**src/mac_pause_pkg.sv**
```systemverilog
// constants for the mac pause flow-control block
package mac_pause_pkg;

  // ------------------------------------------------------------
  // register map (byte addresses, one word each)
  // ------------------------------------------------------------
  localparam logic [7:0] OFS_MAC_MODE_CONTROL = 8'h00;
  localparam logic [7:0] OFS_FLOW_START_THRESHOLD = 8'h04;
  localparam logic [7:0] OFS_AUTO_PAUSE_TIME = 8'h08;
  localparam logic [7:0] OFS_PAUSE_RETRY_LIMIT = 8'h0c;
  localparam logic [7:0] OFS_MANUAL_PAUSE_TIME = 8'h10;
  localparam logic [7:0] OFS_PAUSE_STATUS = 8'h14;

  // ------------------------------------------------------------
  // field layout
  // ------------------------------------------------------------
  localparam int MODE_AUTO_TX_EN_BIT = 0; // auto_pause_tx_enable
  localparam int MODE_RX_EN_BIT = 1; // pause_rx_enable
  localparam int MODE_SPEED_100_BIT = 2; // link speed select
  localparam int STAT_HOLD_BIT = 0; // transmit held by received pause
  localparam int STAT_AUTO_BUSY_BIT = 1; // auto pause outstanding
  localparam int STAT_HALTED_BIT = 2; // retry limit reached
  localparam int STAT_MAN_PEND_BIT = 3; // manual pause not yet queued
  localparam int STAT_COUNT_LSB = 16; // auto pause frames sent

  localparam int LEVEL_W = 16; // receive fifo level width
  localparam int TIME_W = 16; // pause-time field width

  // ------------------------------------------------------------
  // reset values
  // ------------------------------------------------------------
  localparam logic [2:0] MODE_RESET = 3'h0;
  localparam logic [15:0] FIELD_RESET = 16'h0000;
  localparam logic [31:0] WORD_ZERO = 32'h0000_0000;

  // ------------------------------------------------------------
  // ahb-lite encodings
  // ------------------------------------------------------------
  localparam logic [1:0] HTRANS_NONSEQ = 2'h2;
  localparam logic [1:0] HTRANS_SEQ = 2'h3;

  // ------------------------------------------------------------
  // pause quantum timing: 512 bit times, rounded up to cycles
  // ------------------------------------------------------------
  localparam longint CLK_HZ = 64'd10_000_000;
  localparam longint QUANTUM_BITS = 64'd512;
  localparam longint RATE_10M = 64'd10_000_000;
  localparam longint RATE_100M = 64'd100_000_000;
  localparam longint Q_CYC_10 = (QUANTUM_BITS * CLK_HZ + RATE_10M - 1)
                                / RATE_10M;
  localparam longint Q_CYC_100 = (QUANTUM_BITS * CLK_HZ + RATE_100M - 1)
                                 / RATE_100M;
  localparam logic [9:0] QUANTUM_CYC_10M = 10'(Q_CYC_10);
  localparam logic [9:0] QUANTUM_CYC_100M = 10'(Q_CYC_100);

  // auto pause sequencer, one-hot
  typedef enum logic [2:0] {
    AP_IDLE = 3'b001,
    AP_QUEUED = 3'b010,
    AP_HALTED = 3'b100
  } auto_state_t;

endpackage : mac_pause_pkg

```
**src/mac_pause_flow_control.sv**
```systemverilog
// full-duplex pause flow control with ahb-lite register access
//
// Contract
// - full-duplex pause: send and honour frames
// - auto pause when fifo level reaches threshold
// - auto pause time from auto register
// - repeat while level at or above threshold
// - stop repeating once retry limit reached
// - auto pause only while tx enable set
// - manual time write sends exactly one frame
// - no new frame until pause time elapses
// - frame already in progress is completed
// - honour received pause only when enabled
//
// Design decisions made here: the register addresses and the AHB-Lite slave port.
`timescale 1ns/1ns
module mac_pause_flow_control (
  // clock and reset
  input wire logic i_sys_clk,
  input wire logic i_rst,
  // ahb-lite slave
  input wire logic i_hsel,
  input wire logic [31:0] i_haddr,
  input wire logic [1:0] i_htrans,
  input wire logic i_hwrite,
  input wire logic [2:0] i_hsize,
  input wire logic [31:0] i_hwdata,
  input wire logic i_hready,
  output logic o_hreadyout,
  output logic o_hresp,
  output logic [31:0] o_hrdata,
  // receive fifo level from the dma unit
  input wire logic [mac_pause_pkg::LEVEL_W-1:0] i_rx_fifo_level,
  // received pause frames from the mac receiver
  input wire logic i_rx_pause_valid,
  input wire logic [mac_pause_pkg::TIME_W-1:0] i_rx_pause_time,
  // pause frame requests to the mac transmitter
  output logic o_pause_valid,
  input wire logic i_pause_ready,
  output logic [mac_pause_pkg::TIME_W-1:0] o_pause_time,
  // normal frame start gating
  input wire logic i_tx_frame_req,
  input wire logic i_tx_busy,
  output logic o_tx_start,
  output logic o_tx_hold
);
  import mac_pause_pkg::*;

  // ------------------------------------------------------------
  // registers
  // ------------------------------------------------------------
  logic [2:0] mode_ff; // mode control bits
  logic [LEVEL_W-1:0] threshold_ff; // flow start threshold
  logic [TIME_W-1:0] auto_time_ff; // auto pause time
  logic [15:0] retry_limit_ff; // zero means no limit
  logic [TIME_W-1:0] manual_time_ff; // last manual pause time
  logic manual_pend_ff; // manual frame waiting for a slot
  logic [15:0] sent_count_ff; // auto frames sent this episode
  auto_state_t auto_state_ff;
  auto_state_t nxt_auto_state;

  // ahb data-phase bookkeeping
  logic wr_phase_ff; // write data phase pending
  logic [7:0] wr_addr_ff; // latched write offset

  // ------------------------------------------------------------
  // ahb-lite slave
  // ------------------------------------------------------------
  logic addr_take; // valid address phase accepted
  logic wr_strobe; // write data present this cycle
  logic [31:0] rd_word;

  // zero wait states, always okay
  assign o_hreadyout = 1'b1;
  assign o_hresp = 1'b0;
  assign addr_take = i_hsel && i_hready
                     && (i_htrans == HTRANS_NONSEQ || i_htrans == HTRANS_SEQ);
  assign wr_strobe = wr_phase_ff;

  // latch address phase of writes
  always_ff @(posedge i_sys_clk) begin
    if (i_rst) begin
      wr_phase_ff <= 1'b0;
      wr_addr_ff <= 8'h00;
    end else begin
      wr_phase_ff <= addr_take && i_hwrite;
      if (addr_take) begin
        wr_addr_ff <= i_haddr[7:0];
      end
    end
  end

  // read mux; unmapped offsets read zero
  always_comb begin
    rd_word = WORD_ZERO;
    unique case (i_haddr[7:0])
      OFS_MAC_MODE_CONTROL: rd_word[2:0] = mode_ff;
      OFS_FLOW_START_THRESHOLD: rd_word[LEVEL_W-1:0] = threshold_ff;
      OFS_AUTO_PAUSE_TIME: rd_word[TIME_W-1:0] = auto_time_ff;
      OFS_PAUSE_RETRY_LIMIT: rd_word[15:0] = retry_limit_ff;
      OFS_MANUAL_PAUSE_TIME: rd_word[TIME_W-1:0] = manual_time_ff;
      OFS_PAUSE_STATUS: begin
        rd_word[STAT_HOLD_BIT] = o_tx_hold;
        rd_word[STAT_AUTO_BUSY_BIT] = (auto_state_ff == AP_QUEUED);
        rd_word[STAT_HALTED_BIT] = (auto_state_ff == AP_HALTED);
        rd_word[STAT_MAN_PEND_BIT] = manual_pend_ff;
        rd_word[STAT_COUNT_LSB +: 16] = sent_count_ff;
      end
      default: rd_word = WORD_ZERO;
    endcase
  end

  // read data captured at the address phase, shown in the data phase
  always_ff @(posedge i_sys_clk) begin
    if (i_rst) begin
      o_hrdata <= WORD_ZERO;
    end else if (addr_take && !i_hwrite) begin
      o_hrdata <= rd_word;
    end
  end

  // software-written configuration
  always_ff @(posedge i_sys_clk) begin
    if (i_rst) begin
      mode_ff <= MODE_RESET;
      threshold_ff <= FIELD_RESET;
      auto_time_ff <= FIELD_RESET;
      retry_limit_ff <= FIELD_RESET;
      manual_time_ff <= FIELD_RESET;
    end else if (wr_strobe) begin
      unique case (wr_addr_ff)
        OFS_MAC_MODE_CONTROL: mode_ff <= i_hwdata[2:0];
        OFS_FLOW_START_THRESHOLD: threshold_ff <= i_hwdata[LEVEL_W-1:0];
        OFS_AUTO_PAUSE_TIME: auto_time_ff <= i_hwdata[TIME_W-1:0];
        OFS_PAUSE_RETRY_LIMIT: retry_limit_ff <= i_hwdata[15:0];
        OFS_MANUAL_PAUSE_TIME: manual_time_ff <= i_hwdata[TIME_W-1:0];
        default: ; // status and unmapped: ignored
      endcase
    end
  end

  // ------------------------------------------------------------
  // two-entry pause request buffer
  // ------------------------------------------------------------
  // each entry carries a tag telling auto from manual frames
  logic [TIME_W:0] buf_mem [0:1];
  logic buf_wptr_ff;
  logic buf_rptr_ff;
  logic [1:0] buf_count_ff;
  logic push_valid; // a request wants a slot
  logic push_ready; // buffer has room
  logic [TIME_W:0] push_data;
  logic push_fire;
  logic pop_fire;
  logic pop_is_auto;

  assign push_ready = (buf_count_ff != 2'd2);
  assign push_fire = push_valid && push_ready;
  assign o_pause_valid = (buf_count_ff != 2'd0);
  assign pop_fire = o_pause_valid && i_pause_ready;
  assign o_pause_time = buf_mem[buf_rptr_ff][TIME_W-1:0];
  assign pop_is_auto = buf_mem[buf_rptr_ff][TIME_W];

  // a stalled transmitter fills the buffer and then blocks new pushes
  always_ff @(posedge i_sys_clk) begin
    if (i_rst) begin
      buf_wptr_ff <= 1'b0;
      buf_rptr_ff <= 1'b0;
      buf_count_ff <= 2'd0;
      buf_mem[0] <= '0;
      buf_mem[1] <= '0;
    end else begin
      if (push_fire) begin
        buf_mem[buf_wptr_ff] <= push_data;
        buf_wptr_ff <= ~buf_wptr_ff;
      end
      if (pop_fire) begin
        buf_rptr_ff <= ~buf_rptr_ff;
      end
      buf_count_ff <= buf_count_ff + 2'(push_fire) - 2'(pop_fire);
    end
  end

  // ------------------------------------------------------------
  // manual pause request
  // ------------------------------------------------------------
  logic manual_write; // software wrote the manual time register
  logic manual_push; // manual entry enters the buffer now
  logic auto_push; // auto entry enters the buffer now
  logic auto_want;
  logic above_thr;
  logic limit_hit;

  assign manual_write = wr_strobe && (wr_addr_ff == OFS_MANUAL_PAUSE_TIME);

  // one write arms exactly one frame; a new write wins over the clear
  always_ff @(posedge i_sys_clk) begin
    if (i_rst) begin
      manual_pend_ff <= 1'b0;
    end else if (manual_write) begin
      manual_pend_ff <= 1'b1;
    end else if (manual_push) begin
      manual_pend_ff <= 1'b0;
    end
  end

  // manual request has priority for the slot
  always_comb begin
    manual_push = manual_pend_ff && push_ready;
    auto_push = auto_want && push_ready && !manual_pend_ff;
    push_valid = manual_pend_ff || auto_want;
    if (manual_pend_ff) begin
      push_data = {1'b0, manual_time_ff};
    end else begin
      push_data = {1'b1, auto_time_ff};
    end
  end

  // ------------------------------------------------------------
  // automatic pause sequencer
  // ------------------------------------------------------------
  assign above_thr = (i_rx_fifo_level >= threshold_ff);
  assign limit_hit = (retry_limit_ff != 16'h0000)
                     && (sent_count_ff >= retry_limit_ff);
  // one auto frame in flight at a time, so repeats follow actual sends
  assign auto_want = (auto_state_ff == AP_IDLE) && above_thr
                     && mode_ff[MODE_AUTO_TX_EN_BIT] && !limit_hit;

  // next state of the sequencer
  always_comb begin
    nxt_auto_state = auto_state_ff;
    unique case (auto_state_ff)
      AP_IDLE: begin
        if (auto_push) begin
          nxt_auto_state = AP_QUEUED;
        end else if (limit_hit && above_thr) begin
          nxt_auto_state = AP_HALTED;
        end
      end
      AP_QUEUED: begin
        if (pop_fire && pop_is_auto) begin
          nxt_auto_state = AP_IDLE;
        end
      end
      AP_HALTED: begin
        if (!above_thr) begin
          nxt_auto_state = AP_IDLE;
        end
      end
    endcase
  end

  // state register
  always_ff @(posedge i_sys_clk) begin
    if (i_rst) begin
      auto_state_ff <= AP_IDLE;
    end else begin
      auto_state_ff <= nxt_auto_state;
    end
  end

  // count of auto frames sent; restarts once the fifo drains
  always_ff @(posedge i_sys_clk) begin
    if (i_rst) begin
      sent_count_ff <= 16'h0000;
    end else if (pop_fire && pop_is_auto) begin
      sent_count_ff <= sent_count_ff + 16'h0001;
    end else if (!above_thr && auto_state_ff != AP_QUEUED) begin
      sent_count_ff <= 16'h0000;
    end
  end

  // ------------------------------------------------------------
  // received pause timer
  // ------------------------------------------------------------
  logic [9:0] q_cyc_ff; // cycles left in the current quantum
  logic [TIME_W-1:0] quanta_ff; // quanta left to wait
  logic q_tick; // one quantum elapsed
  logic rx_load; // accepted pause frame
  logic [9:0] q_len;

  // 512 bit times at the selected link speed
  assign q_len = mode_ff[MODE_SPEED_100_BIT] ? QUANTUM_CYC_100M
                                             : QUANTUM_CYC_10M;
  assign q_tick = (quanta_ff != FIELD_RESET) && (q_cyc_ff == 10'd1);
  assign rx_load = i_rx_pause_valid && mode_ff[MODE_RX_EN_BIT];

  // a new pause frame restarts the wait; time zero releases at once
  always_ff @(posedge i_sys_clk) begin
    if (i_rst) begin
      quanta_ff <= FIELD_RESET;
      q_cyc_ff <= 10'd0;
    end else if (rx_load) begin
      quanta_ff <= i_rx_pause_time;
      q_cyc_ff <= q_len;
    end else if (quanta_ff != FIELD_RESET) begin
      if (q_tick) begin
        quanta_ff <= quanta_ff - 16'h0001;
        q_cyc_ff <= q_len;
      end else begin
        q_cyc_ff <= q_cyc_ff - 10'd1;
      end
    end
  end

  // hold blocks only new starts, a frame on the wire is never cut
  assign o_tx_hold = (quanta_ff != FIELD_RESET);
  assign o_tx_start = i_tx_frame_req && !o_tx_hold && !i_tx_busy;
endmodule : mac_pause_flow_control

```
**config.mk**
```make
export PLATFORM = sky130hd
export DESIGN_NAME = mac_pause_flow_control
export DESIGN_NICKNAME = d
export VERILOG_FILES = /design/src/mac_pause_pkg.sv /design/src/mac_pause_flow_control.sv
export SDC_FILE = /design/constraint.sdc
export NUM_CORES = 1
export LEC_CHECK = 0
export BUFFER_PORTS_ARGS = -buffer_cell sky130_fd_sc_hd__buf_4
export CAP_MARGIN = 40
export CELL_PAD_IN_SITES_DETAIL_PLACEMENT = 0
export CELL_PAD_IN_SITES_GLOBAL_PLACEMENT = 1
export CORE_UTILIZATION = 30
export CTS_BUF_LIST = sky130_fd_sc_hd__clkbuf_4 sky130_fd_sc_hd__clkbuf_8
export CTS_CLUSTER_SIZE = 8
export DETAILED_ROUTE_END_ITERATION = 8
export PLACE_DENSITY_LB_ADDON = 0.1
export SYNTH_ARGS = -nofsm -noshare
export SYNTH_HDL_FRONTEND = slang
export SYNTH_SLANG_ARGS = --single-unit
```
**constraint.sdc**
```tcl
create_clock -name i_sys_clk -period 5 [get_ports i_sys_clk]
set_input_delay 1 -clock i_sys_clk [delete_from_list [all_inputs] [get_ports i_sys_clk]]
set_output_delay 1 -clock i_sys_clk [all_outputs]
set_load 0.03 [all_outputs]
```
==> impl_results.md, run 1 <==
- Status: finished, violations left
- Failing checks: DRC
- Die width: 180 um
- Ratio of cells with drive above 1 in the final layout: around 17%
- Max-slew violations: 0
- Synth top area cells: dfxtp_1, edfxtp_1, mux2i_1
- Post-Syn Area per Cell: ~9 um^2
- Design area: between 10,000 and 15,000 um^2
- Total track usage: between 10% and 20%
- Total grt overflow: 0
- Clock sinks: 193
- Warnings, synthesis: 0
- Worst-case clock buffer depth: 2
- Fin crit share: about three quarters
- Clk root buf: clkbuf_8
- Synth Instances: ~1,100
- Die area: 32,300 um^2
- Detailed Route Iter0 Violations: 507
- Antenna violations before repair: 0
- DP HPWL: 19.9 mm
- Area grow syn2layout: 18.3%
- CP Data Arrival Time: about 2.8 ns
- Row cnt: between 60 and 70
- Slew margin rel.: 46.3%
- Via Count: 7,840
- Fmax: 260 MHz
- Largest net degree at the start of global routing: between 60 and 70
- Worst Hold Class: register to register
- Postcts setup bufs: 0
- Remaining DRCs: 9
- Clk_skew: 0.0170 ns
- First-pass GRT wire length: roughly 43 mm
- CP endpoint kind: primary output
- Final hold vios: 0
- RSZ-0062 raised after global routing: false
- Layout Nets: 1,303
- Max_cap viols: 0
- Placer Congestion: 0.768
- PostCTS Resize Cnt: 0
- Via/cell ratio: 5.01
- Setup-failing EPs final: 0
- PwrDens: about 280 nW/um^2
- Vias in the first global route: 7,474
- Initial core utilization: about 30%
- Height of the die: 180 um
- Post-synth EDFFs: 34
- Drt wl/cell: 17.5 um
- Prevailing post-synth register cell: dfxtp_1
- Unique masters post-synth: between 60 and 70
- Clk_lat worst skew: 0.48 ns
- CP Max Fanout: 7
- Final Critical Period: roughly 3.8 ns
- Worst path required time: 4.00 ns
- PortBufs: 116
- Async set-reset flop share out of synthesis: 0%
- Slew of the pin with the lowest slew margin: 0.804 ns
- Post-route ant nets: 0
- First drt pass iteration count: 7
- TritonCTS clock tree: yes
- Static Leak: 0.00423 uW
- Seq/Total Area, Yosys: between 40 and 50%
- # hold bufs at CTS: 0
- Synth area leader: dfxtp_1
- Area post-placement: roughly 11,000 um^2
- Startpoint types: register
- H-tree level count: 4
- Synth Net Count: approximately 1,200
- CTS clk-pin slew, worst paths: 0.10 ns
- Crit path kind: register to primary output
- Peak supply drop: 0.148 mV
- Yosys top cell area share: 33.6%
- Core area: 30,800 um^2
- Setup_tns: 0 ns
- Number of fill cells: 3,189
- Num ports: 163
- CTS Buf Count: 17
- ANT cells: 0
- Synth Register Bits: 193
- Post-Syn Area: 9480 um^2
- Routed WL: 27.3 mm
[critical path, cell delays in order (launching register included)]
cell     delay (ns)
dfxtp_1        0.33
inv_1          0.09
ha_1           0.23
or4b_1         0.62
nor4_4         0.44
nand2_1        0.24
nor3b_1        0.24
buf_4          0.19
[stage by stage]
step                hold WS (ns)  std cells  util (%)  worst slack, ns  total power (uW)
floorplan                  0.431       1068         -            0.999              1900
global placement           0.442       1527      34.7            0.676              2050
detailed placement         0.445       1532      35.0            0.719              2050
CTS                        0.461       1564      36.4             1.10              3190
global route               0.478       1564      36.4            0.975              3280
finish                     0.457       1564      36.4             1.16              3130
[layout by cell type (no fill, tap or decap), types with 5 or more instances in the layout]
cell | Yosys | final
dfxtp_1 | 159 | 159
nor2_1 | 158 | 157
buf_4 | 3 | 131
nand2_1 | 109 | 109
mux2i_1 | 80 | 80
a21oi_1 | 71 | 71
o21ai_0 | 47 | 45
inv_1 | 43 | 43
nand3_1 | 39 | 39
ha_1 | 38 | 38
edfxtp_1 | 34 | 34
a211oi_1 | 23 | 23
nor3_1 | 18 | 18
clkbuf_8 | 0 | 18
mux2_2 | 16 | 16
a221oi_1 | 14 | 14
nor4_1 | 12 | 12
a22oi_1 | 10 | 10
and3_1 | 8 | 8
nand4_1 | 7 | 7
o21a_1 | 6 | 6
nor2b_1 | 6 | 6
nor3b_1 | 6 | 6
a31oi_1 | 6 | 6
or3_1 | 6 | 6
a311oi_1 | 6 | 6
and2_1 | 5 | 5
o31ai_1 | 5 | 5
[synth_stat cells, types with 7 or more instances]
cell	count
a211oi_1	23
a21oi_1	71
a221oi_1	14
a22oi_1	10
and3_1	8
buf_2	7
clkbuf_1	54
dfxtp_1	159
edfxtp_1	34
ha_1	38
inv_1	43
mux2_2	16
mux2i_1	80
nand2_1	109
nand3_1	39
nand4_1	7
nor2_1	158
nor3_1	18
nor4_1	12
o21ai_0	47
[flip-flops by register name (all words and copies together), names as in the netlist, named ones only]
| name | cells |
|---|---|
| auto_time_ff | 16 |
| mode_ff | 3 |
| q_cyc_ff | 10 |
| sent_count_ff | 16 |
| buf_rptr_ff | 1 |
| manual_time_ff | 16 |
| wr_phase_ff | 1 |
| wr_addr_ff | 8 |
| auto_state_ff | 3 |
| buf_wptr_ff | 1 |
| quanta_ff | 16 |
| retry_limit_ff | 16 |
| manual_pend_ff | 1 |
| buf_count_ff | 2 |
| o_hrdata | 32 |
| threshold_ff | 16 |
| buf_mem | 34 |
[cell type report]
type / count / area (um^2) / share of cell area [%]
clock buffer: 22 / 278 / 2.48
clock inverter: 10 / 148 / 1.32
inverter: 43 / 161 / 1.44
multi-input combinational: 764 / 4860 / 43.3
sequential: 193 / 4200 / 37.5
tap: 396 / 495 / 4.42
timing repair buffer: 136 / 1080 / 9.59
[cells by family (layout without fill, tap and decap cells)]
kind of cell	Yosys count	count (layout)	synth area share [%]
AO/OA/AOI/OAI	223	223	15.4
XOR/XNOR	6	6	0.554
adder cells (fa/ha/maj)	38	38	5.01
buffers and inverters	111	211	4.60
flip-flops	193	193	44.3
multiplexers	99	99	11.1
other	2	2	0.0792
AND/OR/NAND/NOR	396	396	19.0
[path summary, 6_finish.rpt]
check	from	depth (start not counted)	slack [ns]	endpoint
worst max register to register	threshold_ff[0]	12	1.45	buf_count_ff[1]
worst max-delay path	quanta_ff[0]	7	1.16	o_tx_start
worst min register to register	o_hrdata[21]	2	0.46	o_hrdata[21]
worst min-delay path	o_hrdata[21]	2	0.46	o_hrdata[21]
[per-layer routing]
metal | wire [um] | GRT usage, %
met1 | 14400 | 25.2
met2 | 11800 | 25.4
met3 | 803 | 3.04
met4 | 299 | 4.31
met5 | 0 | 0
[power breakdown]
group	internal [uW]	total, uW	leakage (uW)	switching (uW)
clock network	538	1120	0.000220	580
logic	156	375	0.00237	219
registers	1610	1640	0.00163	31.4
total	2300	3130	0.00423	831
Note: power is estimated with default switching activity, not from simulation.
==> run 2: changes to the inputs <==
Clock period 5 ns to 3.1 ns, I/O delays scaled along.
==> run 2 against run 1 <==
  * The flow still finishes with violations (DRC)
  * Sequential power increased by 60%
  * Wire length grew 1.1%
  * Sequential share of layout area is 1.2 points lower
  * Cell area increased by 3.3%
  * Die area is the same
  * Via count grew 1.3%
  * Sequential cell count unchanged
  * First-iteration DRC count is 16% lower
  * Clock-buffer cell count down 5
  * Clock power grew 59%
  * Critical endpoint is now buf_count_ff[1]
==> impl_results.md, run 2 (synthesis gave the netlist of run 1 again) <==
- CP Data Arrival Time: 3.30 ns
- Final hold vios: 0
- ANT cells: 0
- Largest net degree at the start of global routing: 123
- Failing checks: DRC
- Vias in the first global route: 7,625
- Core area: 30,800 um^2
- Hold Crit Start: i_haddr[0]
- Setup-failing EPs final: 0
- Worst reg2reg startpoint: threshold_ff[10]
- CTS Buf Count: 17
- CP endpoint kind: register
- Slew margin rel.: 57.3%
- Worst path required time: 3.44 ns
- Clk_lat worst skew: about 0.47 ns
- Fin crit share: 95.5%
- PwrDens: 437 nW/um^2
- Placer Congestion: 0.787
- Worst-case clock buffer depth: 2
- Final core occ: 37.6%
- Static Leak: between 0.004 and 0.005 uW
- Startpoint types: register
- Max_cap viols: 0
- Die width: around 180 um
- Setup ws final: 0.140 ns
- Status: finished, violations left
- TritonCTS clock tree: yes
- H-tree level count: 4
- Post-route ant nets: 0
- Via Count: 7,943
- Area grow syn2layout: 22.2%
- CTS clk-pin slew, worst paths: around 0.1 ns
- Total track usage: between 10% and 20%
- CP Max Fanout: 3
- Slew of the pin with the lowest slew margin: ~0.64 ns
- Height of the die: 180 um
- Initial core utilization: 30.8%
- Clock sinks: ~190
- Via/cell ratio: approximately 5.0
- CP Launch Point: threshold_ff[10]
- Row cnt: 64
- Antenna violations before repair: 1
- R2R Path End: buf_count_ff[1]
- Top flop regs: buf_mem x34, o_hrdata x32
- Die area: 32,300 um^2
- PortBufs: 116
- Pre-CTS WS: -0.213 ns
- Detailed Route Iter0 Violations: 428
- Peak supply drop: 0.266 mV
- Max-slew violations: 0
- DP HPWL: 20.0 mm
- Num ports: 163
- Layout Nets: between 1,000 and 1,500
- CP endpoint: buf_count_ff[1]
- Fmax: around 340 MHz
- Worst Hold Class: input pin to register
- Final Critical Period: ~3.0 ns
- First-pass GRT wire length: 44.1 mm
- Clk_skew: 0.0150 ns
- Top reg by flops: buf_mem
- Most frequent cells in the layout: buf_4, nor2_1, dfxtp_1
- Ratio of cells with drive above 1 in the final layout: 21.0%
- Reg2reg path depth: 13
- Drt wl/cell: ~17 um
- # hold bufs at CTS: 0
- Most common cell after layout, fill and taps aside: buf_4
- Crit path kind: register to register
- Total grt overflow: 0
- Largest register FFs: 34
- Remaining DRCs: 9
- FF-to-FF setup slack: 0.14 ns
- Routed WL: 27.6 mm
- First drt pass iteration count: 9
- Clk root buf: clkbuf_8
## run 2: repair_timing
action                                  in CTS  in global routing
endpoints found under the setup margin       2                  2
pin swaps                                    1                  1
setup buffers                                2                  0
gates resized for setup                      2                  5
## run 2: critical path, cell delays in order, from the launching register on
cell	delay, ns
dfxtp_1	0.37
inv_1	0.09
ha_4	0.22
and4_4	0.17
a221oi_2	0.23
a31oi_1	0.12
or4_4	0.59
a32oi_4	0.22
ha_1	0.26
inv_1	0.06
ha_2	0.16
xor2_1	0.16
xnor2_1	0.13
nor2_1	0.05
## run 2: power by group
group	switching [uW]	leakage (uW)	internal (uW)
combinational	386	0.00256	273
clock	973	0.000210	810
sequential	28.5	0.00164	2590
total	1390	0.00440	3680
## run 2: worst min path at each step
stage                                to  slack (ns)  depth (start not counted)
final                     wr_addr_ff[0]        0.39                          3
after global routing      wr_addr_ff[0]        0.35                          3
after CTS                 wr_addr_ff[0]        0.35                          3
after detailed placement   o_hrdata[24]        0.45                          2
after global placement    wr_addr_ff[6]        0.44                          2
after floorplan           wr_addr_ff[7]        0.43                          2
## run 2: metrics by stage
stage                     instances  hold WS [ns]  instance area, um^2  TNS [ns]  power [uW]
after floorplan                1068         0.431                 9620   -0.0310        3070
after global placement         1561         0.442                11100    -0.307        3350
after detailed placement       1561         0.446                11100    -0.305        3350
after CTS                      1595         0.350                11600         0        5150
after global routing           1595         0.352                11600  -0.00653        5310
final                          1595         0.391                11600         0        5060
## run 2: metal layers
| metal | track usage [%] | up-vias | part of all wire [%] |
|---|---|---|---|
| met3 | 3.53 | 14 | 4.3 |
| met4 | 4.07 | 0 | 0.95 |
| met2 | 27.0 | 150 | 44 |
| met1 | 24.7 | 3723 | 50 |
| met5 | 0 | - | 0 |
| li1 | - | 4056 | - |
## run 2: area by class of cell
cell class,instances,area [um^2]
Clock buffer,17,234
Clock inverter,15,183
Multi-Input combinational cell,764,4990
Inverter,43,161
Tap cell,396,495
Sequential cell,193,4210
Timing Repair Buffer,167,1320
Fill cell,3217,19200
==> run 3: changes to the inputs <==
Settings changed: ABC_AREA from default to 0, RECOVER_POWER from default to 50.
Clock period 3.1 ns to 3.3 ns, I/O delays scaled along.
==> run 3 against run 2 <==
  * The run ends with DRC, capacitance limit, slew limit left
  * Wire length is essentially flat
  * Utilization shrank 0.95 points
  * Worst hold slack gained 0.029 ns
  * Non-clock buffer count shrank 1
  * Clock-buffer cell count is the same
  * Setup slack gained 0.058 ns
  * Die area is the same
  * Register-to-register slack gained 0.12 ns
  * Cell area shrank 2.5%
  * First-iteration DRC count grew 3.5%
  * Largest cell class unchanged
==> impl_results.md, run 3 (synthesis gave the netlist of run 1 again) <==
- Status: finished, violations left
- Failing checks: DRC, capacitance limit, slew limit
- Largest stage delay, worst path: between 0.5 and 0.6 ns
- CTS clk-pin slew, worst paths: between 0.1 and 0.15 ns
- Die width: 180 um
- Clock network power share: 34.5%
- Max_cap viols: 1
- Vias in the first global route: between 7,000 and 8,000
- CP Launch Point: quanta_ff[0]
- # hold bufs at CTS: 0
- PortBufs: 116
- Num ports: roughly 160
- DP HPWL: 20.0 mm
- Total track usage: 17.2%
- Top Family by Delay on Critical Path: simple AND/OR/NAND/NOR gates
- Hold Crit Start: i_haddr[1]
- Startpoint types: register
- Row cnt: 64
- CP Max Fanout: 6
- Slew of the pin with the lowest slew margin: 1.72 ns
- Setup ws final: 0.198 ns
- P_int: 3310 uW
- Comb power frac: 12.7%
- Final hold vios: 0
- Design area: ~11,000 um^2
- Post-route ant nets: 0
- Crit path kind: register to primary output
- Routed WL: 27.6 mm
- Total stage count of the critical path: 7
- CP cell instances: inv_1, ha_2, or4b_4, nor4_4, nand2_1, buf_4, buf_4
- Worst-case clock buffer depth: 2
- Remaining DRCs: 11
- Met2 Use GR: 26.8%
- Switching part of the total: 29.0%
- Top flop regs: buf_mem x34, o_hrdata x32
- Worst reg2reg startpoint: threshold_ff[11]
- CP endpoint kind: primary output
- Clk_skew: 0.0193 ns
- Met1 GRT Util: roughly a quarter
- Register area: 4210 um^2
- Critical-path top delay cell: or4b_4
- Initial core utilization: 30.8%
- Slew margin rel.: -14.6%
- Largest net degree at the start of global routing: 121
- Pre-CTS WS: -0.378 ns
- Layout Nets: 1,333
- Area post-placement: 11,000 um^2
- Placed cells: approximately 1,600
- Worst path required time: 2.64 ns
- TritonCTS clock tree: yes
- Via/cell ratio: 4.95
- Peak supply drop: roughly 0.25 mV
- Height of the die: 180 um
- Placer Congestion: 0.769
- ANT cells: 0
- CTS Buf Count: 17
- Most frequent cells in the layout: nor2_1, dfxtp_1, buf_4
- Static Leak: around 0.0042 uW
- Pwr Total: 4660 uW
- Detailed Route Iter0 Violations: about 440
- Ratio of cells with drive above 1 in the final layout: between 10% and 20%
- Max-slew violations: 35
- Area of the multi-input gates: 4880 um^2
- Total grt overflow: 0
- Sw power: roughly 1400 uW
- Number of fill cells: 3,221
- Setup-failing EPs final: 0
- H-tree level count: 4
- Drt wl/cell: about 17 um
- Busiest grt layer: met2
- Met3 Use GR: 3.02%
- Die area: 32,300 um^2
- Area grow syn2layout: 19.1%
- Worst Hold Class: input pin to register
- Seq pwr share: 52.8%
- Hold path depth: 3
- First-pass GRT wire length: 43.4 mm
- Worst path bufs/invs: 3
- PwrDens: 413 nW/um^2
- Core area: 30,800 um^2
- Top reg by flops: buf_mem
- Fin crit share: 94.0%
- CP Data Arrival Time: 2.44 ns
- Via Count: 7,886
- RSZ-0062 raised after global routing: false
- Cell mode on critical path: buf_4
- Post-Layout Cell Count: 1,594
- Reg2reg path depth: 13
- Final Critical Period: 3.10 ns
- Largest register FFs: 34
- Clk_lat worst skew: 0.48 ns
- Final core occ: between 30% and 40%
- Antenna violations before repair: 0
- Clock sinks: between 150 and 200
- Fmax: 322 MHz
- First drt pass iteration count: 9
- Clk root buf: clkbuf_8
==> run 3: changes by cell type in the layout (fill, tap and decap cells not counted), moves of 2 or more <==
cell,delta
bufinv_16,-2
clkbuf_1,+36
clkinv_4,+2
clkinv_8,+2
buf_12,-2
ha_4,-5
clkinv_2,-4
ha_1,+6
dfxtp_1,+2
clkinvlp_4,-2
dfxtp_2,-2
inv_6,+5
buf_4,-37
==> run 3: through the flow <==
step,TNS (ns),hold WS (ns)
after floorplan,-9.79,0.431
after CTS,0,0.371
final,0,0.419
after detailed placement,-6.38,0.444
after global routing,0,0.390
after global placement,-6.49,0.443
==> run 3: per-layer routing <==
| metal | vias up | wire length, um |
|---|---|---|
| li1 | 4057 | - |
| met1 | 3654 | 14000 |
| met2 | 163 | 12300 |
| met3 | 12 | 1100 |
| met4 | 0 | 207 |
| met5 | - | 0 |
==> run 3: cell type report <==
cell class / instances / share of cell area, %
Clock buffer: 17 / 2.07
Clock inverter: 15 / 1.51
Inverter: 43 / 1.43
Multi-Input combinational cell: 764 / 43.2
Sequential cell: 193 / 37.2
Tap cell: 396 / 4.39
Timing Repair Buffer: 166 / 10.1
==> run 3: worst paths after layout <==
| kind | endpoint | slack [ns] |
|---|---|---|
| hold reg to reg | o_hrdata[21] | 0.46 |
| setup / recovery | o_tx_hold | 0.20 |
| setup reg to reg | buf_count_ff[1] | 0.26 |
| hold / removal | wr_addr_ff[1] | 0.42 |
==> run 3: power by group through the flow <==
stage	registers, uW	clock network, uW	logic [uW]
2_1_floorplan	2520	0	355
3_3_place_gp	2510	0	614
3_5_place_dp	2520	0	612
4_1_cts	2460	1690	615
5_1_grt	2470	1780	643
6_report	2460	1610	594
==> run 3: what timing repair did <==
action                                  4_1_cts  5_1_grt
gates cloned                                  0        0
endpoints found under the hold margin         0        0
gates resized for setup                       1        6
buffers inserted                              0        2
endpoints found under the setup margin        1        2
==> run 3: worst reg2reg max path, cell delays in order (launching register included) <==
cell and delay, ns:
dfxtp_2 0.36, inv_1 0.05, ha_1 0.29, and4_1 0.20, a221oi_1 0.25, a31oi_1 0.13, or4_4 0.59, a32oi_4 0.23
ha_1 0.26, inv_1 0.06, ha_1 0.14, xor2_1 0.18, xnor2_1 0.13, nor2_1 0.05
